<file path="src/verilog/power_gate_pkg.sv">
// Purpose: shared constants for the power-down and chip-gating block
// Assumes: 8-bit control register window, 20 MHz system clock
// Notes:   offsets are byte offsets inside the control register window
package power_gate_pkg;

  // ---------------------------------------------------------------
  // clock and timing
  // ---------------------------------------------------------------
  localparam int CLK_PERIOD_NS = 50;
  localparam int IDLE_NS_5V = 65;
  localparam int IDLE_NS_3V3 = 100;
  // least times round up to whole cycles
  localparam int IDLE_CYC_5V = (IDLE_NS_5V + CLK_PERIOD_NS - 1) / CLK_PERIOD_NS;
  localparam int IDLE_CYC_3V3 = (IDLE_NS_3V3 + CLK_PERIOD_NS - 1) / CLK_PERIOD_NS;
  localparam logic [3:0] IDLE_CNT_5V = 4'(IDLE_CYC_5V);
  localparam logic [3:0] IDLE_CNT_3V3 = 4'(IDLE_CYC_3V3);
  localparam logic [3:0] AUTO_IDLE_MAX = 4'h0_00F;

  // ---------------------------------------------------------------
  // register window
  // ---------------------------------------------------------------
  localparam logic [7:0] OFS_POWER_MODE_REG_ZERO = 8'h0_0B0;
  localparam logic [7:0] OFS_POWER_MODE_REG_TWO = 8'h0_0B4;
  localparam logic [7:0] OFS_POWER_MODE_REG_THREE = 8'h0_0C7;
  localparam logic [7:0] REG_RESET = 8'h0_000;

  // power_mode_reg_zero fields
  localparam int BIT_AUTO_ENABLE = 1;
  localparam int BIT_FAST_OFF = 3;
  // power_mode_reg_two blocking fields
  localparam int BIT_BLOCK_WR = 2;
  localparam int BIT_BLOCK_RD = 3;
  localparam int BIT_BLOCK_PSEN = 4;
  localparam int BIT_BLOCK_ALE = 5;
  localparam int BIT_BLOCK_PC7 = 6;
  localparam logic [7:0] MASK_REG_TWO = 8'h0_07C;
  // power_mode_reg_three fields
  localparam int BIT_FORCE = 1;

  // ---------------------------------------------------------------
  // pins and selects
  // ---------------------------------------------------------------
  localparam int N_PINS = 7;
  localparam int PIN_ALE = 0;
  localparam int PIN_COMMON_CLOCK_INPUT = 1;
  localparam int PIN_CSI_N = 2;
  localparam int PIN_RD_N = 3;
  localparam int PIN_WR_N = 4;
  localparam int PIN_PSEN_N = 5;
  localparam int PIN_PC7 = 6;
  localparam int N_SEL = 4;

  typedef enum logic [1:0] {
    st_run = 2'b01,
    st_down = 2'b10
  } power_state_e;

endpackage

</file>
<file path="src/verilog/forced_powerdown_and_chip_gating.sv">
// Purpose: power-down control, chip-select gating and logic-array mode
// Assumes: host writes the control window with a one-cycle strobe
// Notes:   all outputs are registered; selects lag requests by one or two cycles
`timescale 1ns/1ps

module forced_powerdown_and_chip_gating
  import power_gate_pkg::*;
(
  // clock and reset
  input wire logic clk_sys,
  input wire logic rstn,
  // control register window
  input wire logic reg_wr,
  input wire logic [7:0] reg_addr,
  input wire logic [7:0] reg_wdata,
  output logic [7:0] reg_rdata,
  // configuration
  input wire logic csi_configured,
  input wire logic low_voltage_part,
  // pins from outside the clock domain
  input wire logic ale,
  input wire logic common_clock_input,
  input wire logic csi_n,
  input wire logic rd_n,
  input wire logic wr_n,
  input wire logic psen_n,
  input wire logic pc7,
  // memory selects: main_flash, boot_flash, sram, register window
  input wire logic [N_SEL-1:0] sel_request,
  output logic [N_SEL-1:0] mem_select,
  // host bus gating
  output logic fetch_enable,
  output logic host_bus_block,
  // logic array input bus and mode
  input wire logic [7:0] logic_array_in,
  output logic [7:0] logic_array_out,
  output logic [4:0] logic_input_bus,
  output logic fast_mode,
  output logic logic_standby,
  output logic csi_pin_level,
  // status
  output logic powerdown_indicator
);

  // ---------------------------------------------------------------
  // pin synchronisers
  // ---------------------------------------------------------------
  logic [N_PINS-1:0] pins_raw;
  logic [N_PINS-1:0] pins;
  logic [N_PINS-1:0] pins_q;
  logic [N_PINS-1:0] pin_rst;

  assign pins_raw = {pc7, psen_n, wr_n, rd_n, csi_n, common_clock_input, ale};
  // active-low strobes and chip select idle high; ale and pc7 idle low
  assign pin_rst = {1'b0, 1'b1, 1'b1, 1'b1, 1'b1, 1'b0, 1'b0};

  genvar gi;
  generate
    for (gi = 0; gi < N_PINS; gi++) begin : g_sync
      pin_sync3 u_sync (
        .clk_sys(clk_sys),
        .rstn(rstn),
        .pin(pins_raw[gi]),
        .rst_level(pin_rst[gi]),
        .level(pins[gi])
      );
    end
  endgenerate

  always_ff @(posedge clk_sys) begin
    if (!rstn) begin
      pins_q <= pin_rst;
    end else begin
      pins_q <= pins;
    end
  end

  logic ale_toggle;
  logic common_clock_input_rise;
  logic csi_fall;
  assign ale_toggle = pins[PIN_ALE] ^ pins_q[PIN_ALE];
  assign common_clock_input_rise = pins[PIN_COMMON_CLOCK_INPUT] & ~pins_q[PIN_COMMON_CLOCK_INPUT];
  assign csi_fall = csi_configured & pins_q[PIN_CSI_N] & ~pins[PIN_CSI_N];

  // ---------------------------------------------------------------
  // control registers
  // ---------------------------------------------------------------
  function automatic logic hit(input logic [7:0] addr, input logic [7:0] ofs);
    hit = reg_wr && (addr == ofs);
  endfunction

  logic [7:0] mode_reg_zero;
  logic [7:0] mode_reg_two;
  logic force_powerdown_bit;
  logic force_set;

  assign force_set = hit(reg_addr, OFS_POWER_MODE_REG_THREE) && reg_wdata[BIT_FORCE];

  // reset clears all; the force bit ignores written zeros
  always_ff @(posedge clk_sys) begin
    if (!rstn) begin
      mode_reg_zero <= REG_RESET;
      mode_reg_two <= REG_RESET;
      force_powerdown_bit <= 1'b0;
    end else begin
      if (hit(reg_addr, OFS_POWER_MODE_REG_ZERO)) begin
        mode_reg_zero <= reg_wdata;
      end
      if (hit(reg_addr, OFS_POWER_MODE_REG_TWO)) begin
        mode_reg_two <= reg_wdata & MASK_REG_TWO;
      end
      if (force_set) begin
        force_powerdown_bit <= 1'b1;
      end
    end
  end

  always_ff @(posedge clk_sys) begin
    if (!rstn) begin
      reg_rdata <= REG_RESET;
    end else begin
      unique case (reg_addr)
        OFS_POWER_MODE_REG_ZERO: reg_rdata <= mode_reg_zero;
        OFS_POWER_MODE_REG_TWO: reg_rdata <= mode_reg_two;
        OFS_POWER_MODE_REG_THREE: reg_rdata <= 8'(force_powerdown_bit) << BIT_FORCE;
        default: reg_rdata <= REG_RESET;
      endcase
    end
  end

  // ---------------------------------------------------------------
  // auto idle counter
  // ---------------------------------------------------------------
  logic [3:0] auto_idle_count;
  logic auto_idle_powerdown;
  assign auto_idle_powerdown = (auto_idle_count == AUTO_IDLE_MAX);

  always_ff @(posedge clk_sys) begin
    if (!rstn) begin
      auto_idle_count <= 4'h0_000;
    end else if (!mode_reg_zero[BIT_AUTO_ENABLE] || ale_toggle) begin
      auto_idle_count <= 4'h0_000;
    end else if (common_clock_input_rise && !auto_idle_powerdown) begin
      auto_idle_count <= auto_idle_count + 4'h0_001;
    end
  end

  // ---------------------------------------------------------------
  // power state
  // ---------------------------------------------------------------
  power_state_e state;
  power_state_e next_state;
  logic wake;

  // a forced entry in the same cycle as a wake event still enters
  assign wake = ale_toggle | csi_fall;

  always_comb begin
    next_state = state;
    unique case (state)
      st_run: begin
        if (force_set) begin
          next_state = st_down;
        end else if (auto_idle_powerdown && !ale_toggle) begin
          next_state = st_down;
        end
      end
      st_down: begin
        if (wake && !force_set) begin
          next_state = st_run;
        end
      end
    endcase
  end

  always_ff @(posedge clk_sys) begin
    if (!rstn) begin
      state <= st_run;
    end else begin
      state <= next_state;
    end
  end

  logic down;
  assign down = (next_state == st_down);

  always_ff @(posedge clk_sys) begin
    if (!rstn) begin
      powerdown_indicator <= 1'b0;
      fetch_enable <= 1'b1;
      host_bus_block <= 1'b0;
    end else begin
      powerdown_indicator <= down;
      fetch_enable <= !down;
      host_bus_block <= down;
    end
  end

  // ---------------------------------------------------------------
  // chip select gating and memory selects
  // ---------------------------------------------------------------
  logic csi_allow;
  logic [N_SEL-1:0] sel_stage;
  // unconfigured pin never gates selects
  assign csi_allow = !csi_configured || !pins[PIN_CSI_N];

  always_ff @(posedge clk_sys) begin
    if (!rstn) begin
      sel_stage <= '0;
      mem_select <= '0;
    end else begin
      sel_stage <= (csi_allow && !down) ? sel_request : '0;
      // slow mode pays one extra cycle through the decode array
      mem_select <= (csi_allow && !down) ? (fast_mode ? sel_request : sel_stage) : '0;
    end
  end

  always_ff @(posedge clk_sys) begin
    if (!rstn) begin
      csi_pin_level <= 1'b1;
    end else begin
      csi_pin_level <= pins[PIN_CSI_N];
    end
  end

  // ---------------------------------------------------------------
  // logic array input bus, mode and standby latch
  // ---------------------------------------------------------------
  logic [4:0] next_input_bus;
  always_comb begin
    next_input_bus[0] = pins[PIN_WR_N] & ~mode_reg_two[BIT_BLOCK_WR];
    next_input_bus[1] = pins[PIN_RD_N] & ~mode_reg_two[BIT_BLOCK_RD];
    next_input_bus[2] = pins[PIN_PSEN_N] & ~mode_reg_two[BIT_BLOCK_PSEN];
    next_input_bus[3] = pins[PIN_ALE] & ~mode_reg_two[BIT_BLOCK_ALE] & ~down;
    next_input_bus[4] = pins[PIN_PC7] & ~mode_reg_two[BIT_BLOCK_PC7];
  end

  always_ff @(posedge clk_sys) begin
    if (!rstn) begin
      logic_input_bus <= 5'h0_000;
      fast_mode <= 1'b1;
    end else begin
      logic_input_bus <= next_input_bus;
      fast_mode <= !mode_reg_zero[BIT_FAST_OFF];
    end
  end

  logic [7:0] array_in_q;
  logic [4:0] bus_q;
  logic [3:0] idle_count;
  logic [3:0] idle_limit;
  logic inputs_moved;

  assign idle_limit = low_voltage_part ? IDLE_CNT_3V3 : IDLE_CNT_5V;
  assign inputs_moved = (array_in_q != logic_array_in) || (bus_q != logic_input_bus);

  always_ff @(posedge clk_sys) begin
    if (!rstn) begin
      array_in_q <= 8'h0_000;
      bus_q <= 5'h0_000;
      idle_count <= 4'h0_000;
    end else begin
      array_in_q <= logic_array_in;
      bus_q <= logic_input_bus;
      if (inputs_moved || fast_mode) begin
        idle_count <= 4'h0_000;
      end else if (idle_count != idle_limit) begin
        idle_count <= idle_count + 4'h0_001;
      end
    end
  end

  // outputs are frozen in standby; chip select never touches them
  always_ff @(posedge clk_sys) begin
    if (!rstn) begin
      logic_standby <= 1'b0;
      logic_array_out <= 8'h0_000;
    end else begin
      logic_standby <= !fast_mode && !inputs_moved && (idle_count == idle_limit);
      if (fast_mode || inputs_moved) begin
        logic_array_out <= logic_array_in;
      end else if (!logic_standby) begin
        logic_array_out <= array_in_q;
      end
    end
  end

endmodule

</file>
<file path="src/verilog/pin_sync3.sv">
// Purpose: three-stage pin synchroniser with agreement filter
// Assumes: input is asynchronous to clk_sys
// Notes:   output moves only when stages two and three agree
`timescale 1ns/1ps
module pin_sync3 (
  // clock and reset
  input wire logic clk_sys,
  input wire logic rstn,
  // pin and filtered level
  input wire logic pin,
  input wire logic rst_level,
  output logic level
);

  logic s1;
  logic s2;
  logic s3;

  // first stage feeds only the second
  always_ff @(posedge clk_sys) begin
    if (!rstn) begin
      // stages start at the idle level so release gives no false edge
      s1 <= rst_level;
      s2 <= rst_level;
      s3 <= rst_level;
    end else begin
      s1 <= pin;
      s2 <= s1;
      s3 <= s2;
    end
  end

  always_ff @(posedge clk_sys) begin
    if (!rstn) begin
      level <= rst_level;
    end else if (s2 == s3) begin
      level <= s3;
    end
  end

endmodule

</file>
<file path="config.mk">
export PLATFORM = sky130hd
export DESIGN_NAME = forced_powerdown_and_chip_gating
export DESIGN_NICKNAME = d
export VERILOG_FILES = /design/src/verilog/power_gate_pkg.sv /design/src/verilog/forced_powerdown_and_chip_gating.sv /design/src/verilog/pin_sync3.sv
export SDC_FILE = /design/constraint.sdc
export NUM_CORES = 1
export LEC_CHECK = 0
export BUFFER_PORTS_ARGS = -buffer_cell sky130_fd_sc_hd__buf_2
export CAP_MARGIN = 20
export CORE_MARGIN = 2
export CORE_UTILIZATION = 54
export CTS_CLUSTER_SIZE = 24
export DETAILED_ROUTE_END_ITERATION = 8
export GPL_ROUTABILITY_DRIVEN = 0
export PLACE_DENSITY = 0.78
export SLEW_MARGIN = 40
export SYNTH_ARGS = -nofsm -noshare
export SYNTH_HDL_FRONTEND = slang
export SYNTH_SLANG_ARGS = --single-unit
</file>
<file path="constraint.sdc">
create_clock -name clk_sys -period 2 [get_ports clk_sys]
set_input_delay 0.2 -clock clk_sys [delete_from_list [all_inputs] [get_ports clk_sys]]
set_output_delay 0.2 -clock clk_sys [all_outputs]
set_load 0.005 [all_outputs]
</file>
==> results of run 1 <==
==> logic make-up after synthesis <==
kind of cell / count (synthesis) / synth area share
flops: 101 / 0.560
simple gates: 135 / 0.211
compound gates: 27 / 0.0416
mux: 38 / 0.108
fa+ha+maj: 3 / 0.0104
xor+xnor: 19 / 0.0461
buf+inv: 20 / 0.0225
==> cell usage in the layout, fill, tap and decap left out, types with 2 or more instances in the layout <==
cell,count
dfxtp_1,101
buf_2,69
nor2_1,37
mux2i_1,30
and2_1,25
xor2_1,17
nand2b_1,14
a21oi_1,13
nand2_1,10
clkbuf_8,9
buf_4,9
mux2_1,8
nor2_2,8
nor3b_1,7
nor3_1,6
and3_1,5
o21ai_1,5
inv_1,4
nor4_1,4
o21ai_0,4
nand3_1,4
ha_1,3
xnor2_1,2
nand4b_1,2
or3_1,2
or2_1,2
nor2b_1,2
and3b_1,2
o21a_1,2
bufinv_16,2
clkinv_4,2
clkinv_2,2
==> cell usage after synthesis, types with 2 or more instances <==
cell      number
nand3_1        4
xor2_1        17
mux2_1         8
dfxtp_1      101
nor4_1         4
nor2b_1        2
xnor2_1        2
o21a_1         2
mux2i_1       30
a21oi_1       13
o21ai_1        5
nor2_2         8
and3_1         5
nand2_1       10
nand2b_1      14
or3_1          2
buf_2          2
clkbuf_1      12
and3b_1        2
o21ai_0        4
nand4b_1       2
nor2_1        37
nor3b_1        7
ha_1           3
inv_1          4
or2_1          2
nor3_1         6
and2_1        25
==> final cells by class <==
class | count | share of cell area
repair buffers | 79 | 0.0989
well taps | 77 | 0.0225
inverters | 4 | 0.00351
clock inverters | 6 | 0.0205
clock buffers | 10 | 0.0298
multi-input cells | 222 | 0.352
flip-flops and latches | 101 | 0.473
==> path summary, 6_finish.rpt <==
check                          start                   to  slack (ns)  cells after the start
setup / recovery  logic_input_bus[4]   logic_array_out[2]        0.36                      5
hold reg to reg     mode_reg_zero[3]            fast_mode        0.41                      1
hold / removal                  rd_n  g_sync[3].u_sync.s1        0.02                      2
setup reg to reg  logic_input_bus[4]   logic_array_out[2]        0.36                      5
==> worst max-delay path: cells and delay by family, from the launching register on <==
family                 cells  cell delay (ns)
buffers and inverters      1             0.20
AND/OR/NAND/NOR            2             0.50
XOR/XNOR                   1             0.16
flip-flops                 1             0.34
multiplexers               1             0.32
==> registers in the layout (all words and copies together) (netlist names) <==
| name | count |
|---|---|
| g_sync.u_sync.s1 | 7 |
| array_in_q | 8 |
| bus_q | 5 |
| fast_mode | 1 |
| powerdown_indicator | 1 |
| logic_input_bus | 5 |
| sel_stage | 4 |
| pins_q | 3 |
| idle_count | 4 |
| reg_rdata | 8 |
| mode_reg_zero | 8 |
| state | 2 |
| logic_array_out | 8 |
| fetch_enable | 1 |
| g_sync.u_sync.level | 7 |
| mem_select | 4 |
| auto_idle_count | 4 |
| g_sync.u_sync.s2 | 7 |
| g_sync.u_sync.s3 | 7 |
| logic_standby | 1 |
| mode_reg_two | 5 |
| force_powerdown_bit | 1 |
==> per-layer routing <==
| layer | GRT usage | wire (um) | vias to the layer above | share of wire |
|---|---|---|---|---|
| met5 | 0 | 0 | - | 0 |
| met4 | 0.0866 | 98 | 0 | 0.015 |
| met3 | 0.0500 | 225 | 8 | 0.036 |
| met2 | 0.332 | 3250 | 35 | 0.51 |
| met1 | 0.200 | 2760 | 1145 | 0.44 |
| li1 | - | - | 1288 | - |
==> report_power, final <==
group          internal (mW)  switching [mW]  total [mW]  leakage [nW]
sequential              2.06          0.0216        2.08         0.826
clock                  0.705           0.658        1.36         0.110
combinational         0.0899          0.0886       0.178         0.933
total                   2.85           0.768        3.62          1.87
==> through the flow <==
step / util / setup slack, ns / area (sq um) / total power [mW]
4_1_cts: 0.666 / 0.361 / 4280 / 3.65
6_report: 0.666 / 0.359 / 4280 / 3.62
5_1_grt: 0.666 / 0.268 / 4280 / 3.76
3_5_place_dp: 0.631 / 0.244 / 4050 / 2.30
2_1_floorplan: - / 0.435 / 3610 / 2.22
3_3_place_gp: 0.631 / 0.316 / 4050 / 2.30
==> impl_metrics.py, run 1 <==
metrics = {
    "sta": {
        "final-hold-violation-count": 0,
        "rsz0062_at_grt": "no",
        "final-max-slew-violation-count": 0,
        "slew_headroom": 0.614,
        "finalSetupTns_ns": 0,
        "holdWs_ns": 0.0162,
        "period_share": 0.820,
        "fmax_mhz": 610,
        "period_minus_slack_ns": 1.64,
        "tightest_slew_ns": 0.574,
        "setup-violations-final": 0,
        "fin_skew_ns": 0.00848,
    },
    "yosys": {
        "synth_seq_cells": 101,
        "synth_top_area_share": 0.560,
        "synth_edf_count": 0,
        "yosysSeqAreaShare": 0.560,
        "synth_top_flop_cell": "dfxtp_1",
        "synth.top_cells.by_area": "dfxtp_1 56%, mux2i_1 8.3%, and2_1 4.3%",
        "syn_nets": 386,
        "syn-cell-area_sq_um": 3610,
        "syn-mean-instance-area_sq_um": 10.5,
        "synth_warnings": 0,
        "synthArstFlopShare": 0,
        "synth.distinct_cells": 38,
        "yosysTopAreaCell": "dfxtp_1",
        "postSynthCellCount": 343,
    },
    "global_route": {
        "grt_pass1_vias": 2535,
        "grt_overflow": 0,
        "grt_max_degree": 25,
        "antenna_found_initial": 0,
        "grt_pass1_wl_um": 10700,
        "track_usage": 0.184,
    },
    "detailed_routing": {
        "viasPerCell": 4.96,
        "dr.first_iter.drc_count": 105,
        "num_vias": 2476,
        "wl_per_cell_um": 12.7,
        "first_pass_iters": 6,
        "drc": 4,
        "routed_wl_um": 6330,
        "drtAntennaViolNets": 0,
    },
    "layout": {
        "nFillCells": 476,
        "multi_input_area_sq_um": 1510,
        "finalNetCount": 460,
        "regArea_sq_um": 2020,
        "fin_cells": 499,
        "antennaDiodeCount": 0,
        "area_growth_pct": 18.5,
        "layout-drive-gt1-share": 0.244,
    },
    "pwr": {
        "ir_drop_uv": 581,
        "power_density_nw_per_um2": 847,
        "leakage_nw": 1.87,
    },
    "floorplanning": {
        "dieWidth_um": 85.8,
        "die_area_sq_um": 7350,
        "ios": 71,
        "start_util": 0.562,
        "rows": 29,
        "core-area_sq_um": 6420,
        "dieHeight_um": 85.8,
    },
    "critical_path": {
        "crit_type": "reg -> reg",
        "worstSetupStartpointType": "register",
        "cp.arrival_ns": 1.88,
        "critPathMaxStageDelay_ns": 0.34,
        "required_ns": 2.24,
        "crit_fanout": 9,
        "cpMaxStageDelayCell": "dfxtp_1",
        "path_cells": "xor2_1 > nor4_1 > nand4_1 > buf_4 > mux2_1",
        "cp-end-kind": "register",
    },
    "cts": {
        "cts_buffer_depth": 2,
        "hold_buffers": 1,
        "post_cts_buffers": 0,
        "clk_latency_ns": 0.36,
        "cts-root-buf": "clkbuf_8",
        "cts.clk_slew.worst_paths_ns": 0.09,
        "htree_levels": 3,
        "post_cts_resized": 0,
        "numCtsBuffers": 9,
        "clock_sink_count": 101,
        "cts_tree": "done",
    },
    "run_status": {
        "status": "finished, violations left",
        "violations": "DRC",
    },
    "placed_design": {
        "hpwl_um": 4560,
        "io_buffers": 69,
        "dp.cells": 482,
    },
    "hold_path": {
        "min_path_type": "in -> reg",
    },
    "flow_run": {
        "max_cap_viol_count": 0,
    },
}
Note: power is estimated with default switching activity, not from simulation.
==> run 2, diff against run 1 <==
Settings changed: CORE_UTILIZATION 54 to 49, PLACE_DENSITY 0.78 to 0.75.
Clock period 2 ns to 1.5 ns, I/O delays scaled along.
==> run 2 against run 1 <==
Largest cell class unchanged. Register-to-register slack got worse by 0.45 ns. Largest power group unchanged. Cell area grew 6.1%. The flow finishes with violations (setup timing). Critical path depth did not move.
==> impl_metrics.py, run 2 (synthesized netlist as in run 1, its figures left out) <==
metrics = {
    "run_status": {
        "status": "finished, violations left",
        "violations": "setup timing",
    },
    "layout": {
        "fin_cells": 541,
        "area_growth_pct": 25.7,
        "fin_util": 0.632,
        "antennaDiodeCount": 0,
        "layout-drive-gt1-share": 0.310,
        "finalNetCount": 480,
        "final_cell_mix": "96 x dfxtp_1, 69 x buf_2, 37 x nor2_1, 30 x mux2i_1, 25 x and2_1",
        "design_area_sq_um": 4540,
        "mostFrequentLayoutCell": "dfxtp_1",
    },
    "cts": {
        "clk_latency_ns": 0.36,
        "htree_levels": 3,
        "cts.clk_slew.worst_paths_ns": 0.09,
        "cts_buffer_depth": 2,
        "clock_sink_count": 101,
        "cts_tree": "done",
        "cts-root-buf": "clkbuf_8",
        "numCtsBuffers": 9,
    },
    "pwr": {
        "ir_drop_uv": 763,
        "power_density_nw_per_um2": 1050,
        "leakage_nw": 1.99,
        "intPower_mw": 3.71,
        "power.switching_mw": 1.05,
        "swShare": 0.221,
        "clock_power_share": 0.359,
        "pwr-share-comb": 0.059,
        "seqPwrFrac": 0.582,
        "total_power_mw": 4.77,
    },
    "global_route": {
        "antenna_found_initial": 0,
        "grt_max_degree": 25,
        "grt_pass1_vias": 2571,
        "grt_pass1_wl_um": 11400,
        "track_usage": 0.176,
        "grt_overflow": 0,
    },
    "sta": {
        "setup_slack_ns": -0.0863,
        "period_minus_slack_ns": 1.59,
        "finalSetupTns_ns": -0.644,
        "period_share": 1.06,
        "final-max-slew-violation-count": 0,
        "tightest_slew_ns": 0.299,
        "setup-violations-final": 9,
        "fmax_mhz": 630,
        "rsz0062_at_grt": "yes",
        "final-hold-violation-count": 0,
        "fin_skew_ns": 0.00927,
        "holdWs_ns": 0.0223,
        "slew_headroom": 0.800,
    },
    "critical_path": {
        "rrSetupSlack_ns": -0.09,
        "critPathMaxStageDelay_ns": 0.34,
        "cp.arrival_ns": 1.84,
        "path_cells": "xor2_2 > nor4_2 > nand4_1 > buf_4 > mux2_4",
        "path_buf_inv": 1,
        "crit_fanout": 3,
        "cp-end-kind": "register",
        "crit_path_start": "array_in_q[1]",
        "cp_top_family": "simple AND/OR/NAND/NOR gates",
        "cpMaxStageDelayCell": "dfxtp_2",
        "crit_type": "reg -> reg",
        "required_ns": 1.76,
        "r2r-start": "array_in_q[1]",
        "worstSetupPathDepth": 5,
        "worstSetupStartpointType": "register",
        "r2r_cells": 5,
    },
    "placed_design": {
        "io_buffers": 69,
        "dpl-instance-area_sq_um": 4210,
        "hpwl_um": 4860,
        "dp.cells": 518,
        "dp_slack_ns": -0.0979,
    },
    "floorplanning": {
        "dieWidth_um": 89.8,
        "die_area_sq_um": 8070,
        "core-area_sq_um": 7180,
        "dieHeight_um": 89.8,
        "ios": 71,
        "rows": 31,
        "start_util": 0.503,
    },
    "detailed_routing": {
        "drc": 0,
        "met2_wirelength_um": 3310,
        "num_vias": 2579,
        "viasPerCell": 4.77,
        "wl_met3_um": 214,
        "dr.first_iter.drc_count": 109,
        "drtAntennaViolNets": 0,
        "first_pass_iters": 4,
        "highest_layer": "met4",
        "wl_met1_um": 3030,
        "wl_per_cell_um": 12.4,
        "routed_wl_um": 6690,
    },
    "hold_path": {
        "hp-start": "reg_wdata[0]",
        "hold_depth": 3,
        "min_path_type": "in -> reg",
    },
    "flow_run": {
        "max_cap_viol_count": 0,
    },
}
## run 2: changes by cell type in the layout (fill, tap and decap cells not counted), sizes merged
| cell | before | now |
|---|---|---|
| clkinv | 4 | 1 |
| inv | 4 | 5 |
| buf | 78 | 92 |
| clkbuf | 10 | 11 |
| bufinv | 2 | 1 |
| dlygate4sd3 | 1 | 7 |
| clkinvlp | 0 | 2 |
## run 2: worst register-to-register path: cells and delay by family (launching register included)
kind / cells / cell delay [ns]
buffers and inverters: 1 / 0.21
AND/OR/NAND/NOR: 2 / 0.50
XOR/XNOR: 1 / 0.14
flip-flops: 1 / 0.34
multiplexers: 1 / 0.29
## run 2: layout make-up
| cell class | count | area (sq um) |
|---|---|---|
| Clock inverter | 5 | 58.8 |
| Fill cell | 573 | 2640 |
| Sequential cell | 101 | 2030 |
| Multi-Input combinational cell | 222 | 1580 |
| Tap cell | 99 | 124 |
| Inverter | 4 | 15.0 |
| Timing Repair Buffer | 99 | 592 |
| Clock buffer | 11 | 141 |
## run 2: per-layer routing
metal  vias to the layer above  GRT usage
li1                       1333          -
met1                      1193      0.203
met2                        41      0.303
met3                        12     0.0528
met4                         0     0.0782
met5                         -          0
## run 2: power by group through the flow
| stage | Sequential, mW | Combinational [mW] | Clock (mW) |
|---|---|---|---|
| 2_1_floorplan | 2.83 | 0.133 | 0 |
| 3_3_place_gp | 2.83 | 0.250 | 0 |
| 3_5_place_dp | 2.84 | 0.257 | 0 |
| 4_1_cts | 2.77 | 0.275 | 1.75 |
| 5_1_grt | 2.78 | 0.309 | 1.87 |
| 6_report | 2.77 | 0.280 | 1.71 |
## run 2: path summary, 6_finish.rpt
check / to
max reg2reg: logic_array_out[7]
max: logic_array_out[7]
min: mode_reg_zero[0]
min reg2reg: g_sync[5].u_sync.s2
## run 2: what timing repair did
action,in CTS,in global routing
gates resized for setup,2,13
endpoints found under the hold margin,7,0
endpoints found under the setup margin,9,25
setup buffers,0,0
hold buffers,7,0
pin swaps,2,3
==> run 3, diff against run 2 <==
Settings changed: CAP_MARGIN 20 to not set, CORE_UTILIZATION 49 to 40, PLACE_DENSITY 0.75 to not set.
==> run 3 against run 2 <==
The flow still finishes with violations (setup timing). Clock power is 28% higher. Global-route usage is 3.3 points lower. Non-clock buffer count is 5 lower. Power is 9.9% higher. Sequential power hardly changed. Critical path depth stayed put. Clock skew is 0.0027 ns lower. Via count is 0.35% lower. Die area is 21% higher. Core utilization is 11 points lower. Flip-flop and latch count stayed put. Combinational power hardly changed. Largest power group unchanged. Highest routed layer unchanged.
==> impl_metrics.py, run 3 (synthesized netlist as in run 1, its figures left out) <==
metrics = {
    "critical_path": {
        "crit_type": "reg -> reg",
        "endpoint": "logic_array_out[1]",
        "r2r_cells": 5,
        "required_ns": 1.74,
        "cp-end-kind": "register",
        "cp.arrival_ns": 1.77,
        "r2r-start": "array_in_q[1]",
        "critPathMaxStageDelay_ns": 0.33,
        "crit_path_start": "array_in_q[1]",
        "regToRegEndpoint": "logic_array_out[1]",
        "cpMaxStageDelayCell": "dfxtp_1",
        "crit_fanout": 5,
        "path_cells": "xor2_1 > nor4_2 > nand4_1 > buf_4 > mux2_1",
        "worstSetupStartpointType": "register",
        "rrSetupSlack_ns": -0.03,
    },
    "sta": {
        "final-max-slew-violation-count": 0,
        "fmax_mhz": 655,
        "period_share": 1.02,
        "tightest_slew_ns": 0.329,
        "fin_skew_ns": 0.00654,
        "period_minus_slack_ns": 1.53,
        "final-hold-violation-count": 0,
        "setup_slack_ns": -0.0258,
        "slew_headroom": 0.780,
        "rsz0062_at_grt": "yes",
        "finalSetupTns_ns": -0.143,
        "setup-violations-final": 8,
    },
    "run_status": {
        "status": "finished, violations left",
        "violations": "setup timing",
    },
    "layout": {
        "fin_util": 0.527,
        "mostFrequentLayoutCell": "dfxtp_1",
        "final_cell_mix": "99 x dfxtp_1, 69 x buf_2, 37 x nor2_1, 30 x mux2i_1, 25 x and2_1",
        "antennaDiodeCount": 0,
        "finalNetCount": 475,
        "layout-drive-gt1-share": 0.293,
        "regArea_sq_um": 2020,
        "area_growth_pct": 27.3,
        "nFillCells": 783,
        "multi_input_area_sq_um": 1570,
    },
    "floorplanning": {
        "dieWidth_um": 99.0,
        "die_area_sq_um": 9800,
        "dieHeight_um": 99.0,
        "start_util": 0.414,
        "core-area_sq_um": 8720,
        "ios": 71,
        "rows": 34,
    },
    "global_route": {
        "antenna_found_initial": 0,
        "grt_max_degree": 48,
        "grt_overflow": 0,
        "grt_pass1_vias": 2535,
        "grt_pass1_wl_um": 11400,
        "track_usage": 0.144,
    },
    "cts": {
        "cts-root-buf": "clkbuf_8",
        "cts_tree": "done",
        "clk_latency_ns": 0.35,
        "numCtsBuffers": 9,
        "cts_buffer_depth": 2,
        "clock_sink_count": 101,
        "cts.clk_slew.worst_paths_ns": 0.09,
        "htree_levels": 3,
    },
    "detailed_routing": {
        "drtAntennaViolNets": 0,
        "drc": 0,
        "dr.first_iter.drc_count": 60,
        "num_vias": 2570,
        "routed_wl_um": 6810,
        "first_pass_iters": 4,
        "viasPerCell": 4.72,
        "wl_per_cell_um": 12.5,
    },
    "pwr": {
        "leakage_nw": 1.99,
        "power_density_nw_per_um2": 1140,
        "ir_drop_uv": 513,
    },
    "placed_design": {
        "hpwl_um": 4820,
        "io_buffers": 69,
    },
    "hold_path": {
        "min_path_type": "in -> reg",
    },
    "flow_run": {
        "max_cap_viol_count": 0,
    },
}
-- run 3: cell types whose count changed in the layout (fill, tap and decap cells not counted), sizes merged --
cell / delta
dlygate4sd3: -1
clkinvlp: -1
clkbuf: -2
buf: -4
bufinv: +3
-- run 3: worst max-delay path: cells and delay by family (launching register included) --
kind,cells,cell delay [ns]
mux,1,0.31
simple gates,2,0.43
flops,1,0.33
buf+inv,1,0.20
xor+xnor,1,0.15
-- run 3: through the flow --
| step | instances | hold WS, ns | setup slack, ns | instance area, sq um | power (mW) |
|---|---|---|---|---|---|
| finish | 545 | 0.0217 | -0.0258 | 4590 | 5.24 |
| global placement | 522 | 0.334 | -0.0602 | 4220 | 3.09 |
| CTS | 544 | 0.0149 | -0.0689 | 4560 | 5.30 |
| detailed placement | 522 | 0.336 | -0.0615 | 4220 | 3.10 |
| floorplan | 343 | 0.251 | -0.0244 | 3640 | 2.97 |
| global route | 545 | 0.00594 | -0.112 | 4590 | 5.45 |
-- run 3: area by class of cell --
| type | instances | share of cell area |
|---|---|---|
| inverters | 4 | 0.00327 |
| clock buffers | 9 | 0.0270 |
| well taps | 108 | 0.0294 |
| repair buffers | 94 | 0.127 |
| flip-flops and latches | 101 | 0.441 |
| clock inverters | 7 | 0.0316 |
| multi-input cells | 222 | 0.341 |
-- run 3: worst min-delay path by stage --
stage	startpoint	endpoint	slack (ns)	depth (start not counted)
after floorplan	csi_n	g_sync[2].u_sync.s1	0.25	1
after global placement	psen_n	g_sync[5].u_sync.s1	0.33	2
after detailed placement	wr_n	g_sync[4].u_sync.s1	0.34	2
after CTS	ale	g_sync[0].u_sync.s1	0.01	2
after global routing	ale	g_sync[0].u_sync.s1	0.006	2
final	ale	g_sync[0].u_sync.s1	0.02	2
-- run 3: timing repair --
item / 4_1_cts / 5_1_grt
pin swaps: 3 / 5
hold buffers: 6 / 0
setup buffers: 0 / 1
gates resized for setup: 2 / 6
endpoints found under the hold margin: 6 / 0
setup endpoints to repair: 13 / 23
-- run 3: layer usage --
| layer | GRT usage | part of all wire |
|---|---|---|
| met3 | 0.0454 | 0.040 |
| met2 | 0.242 | 0.49 |
| met4 | 0.0485 | 0.013 |
| met5 | 0 | 0 |
| met1 | 0.174 | 0.46 |
-- run 3: where the power goes --
part | internal, mW | total, mW | leakage (nW) | switching, mW
sequential | 2.74 | 2.77 | 0.826 | 0.0281
combinational | 0.148 | 0.277 | 1.04 | 0.130
clock | 1.28 | 2.19 | 0.130 | 0.904
total | 4.18 | 5.24 | 1.99 | 1.06
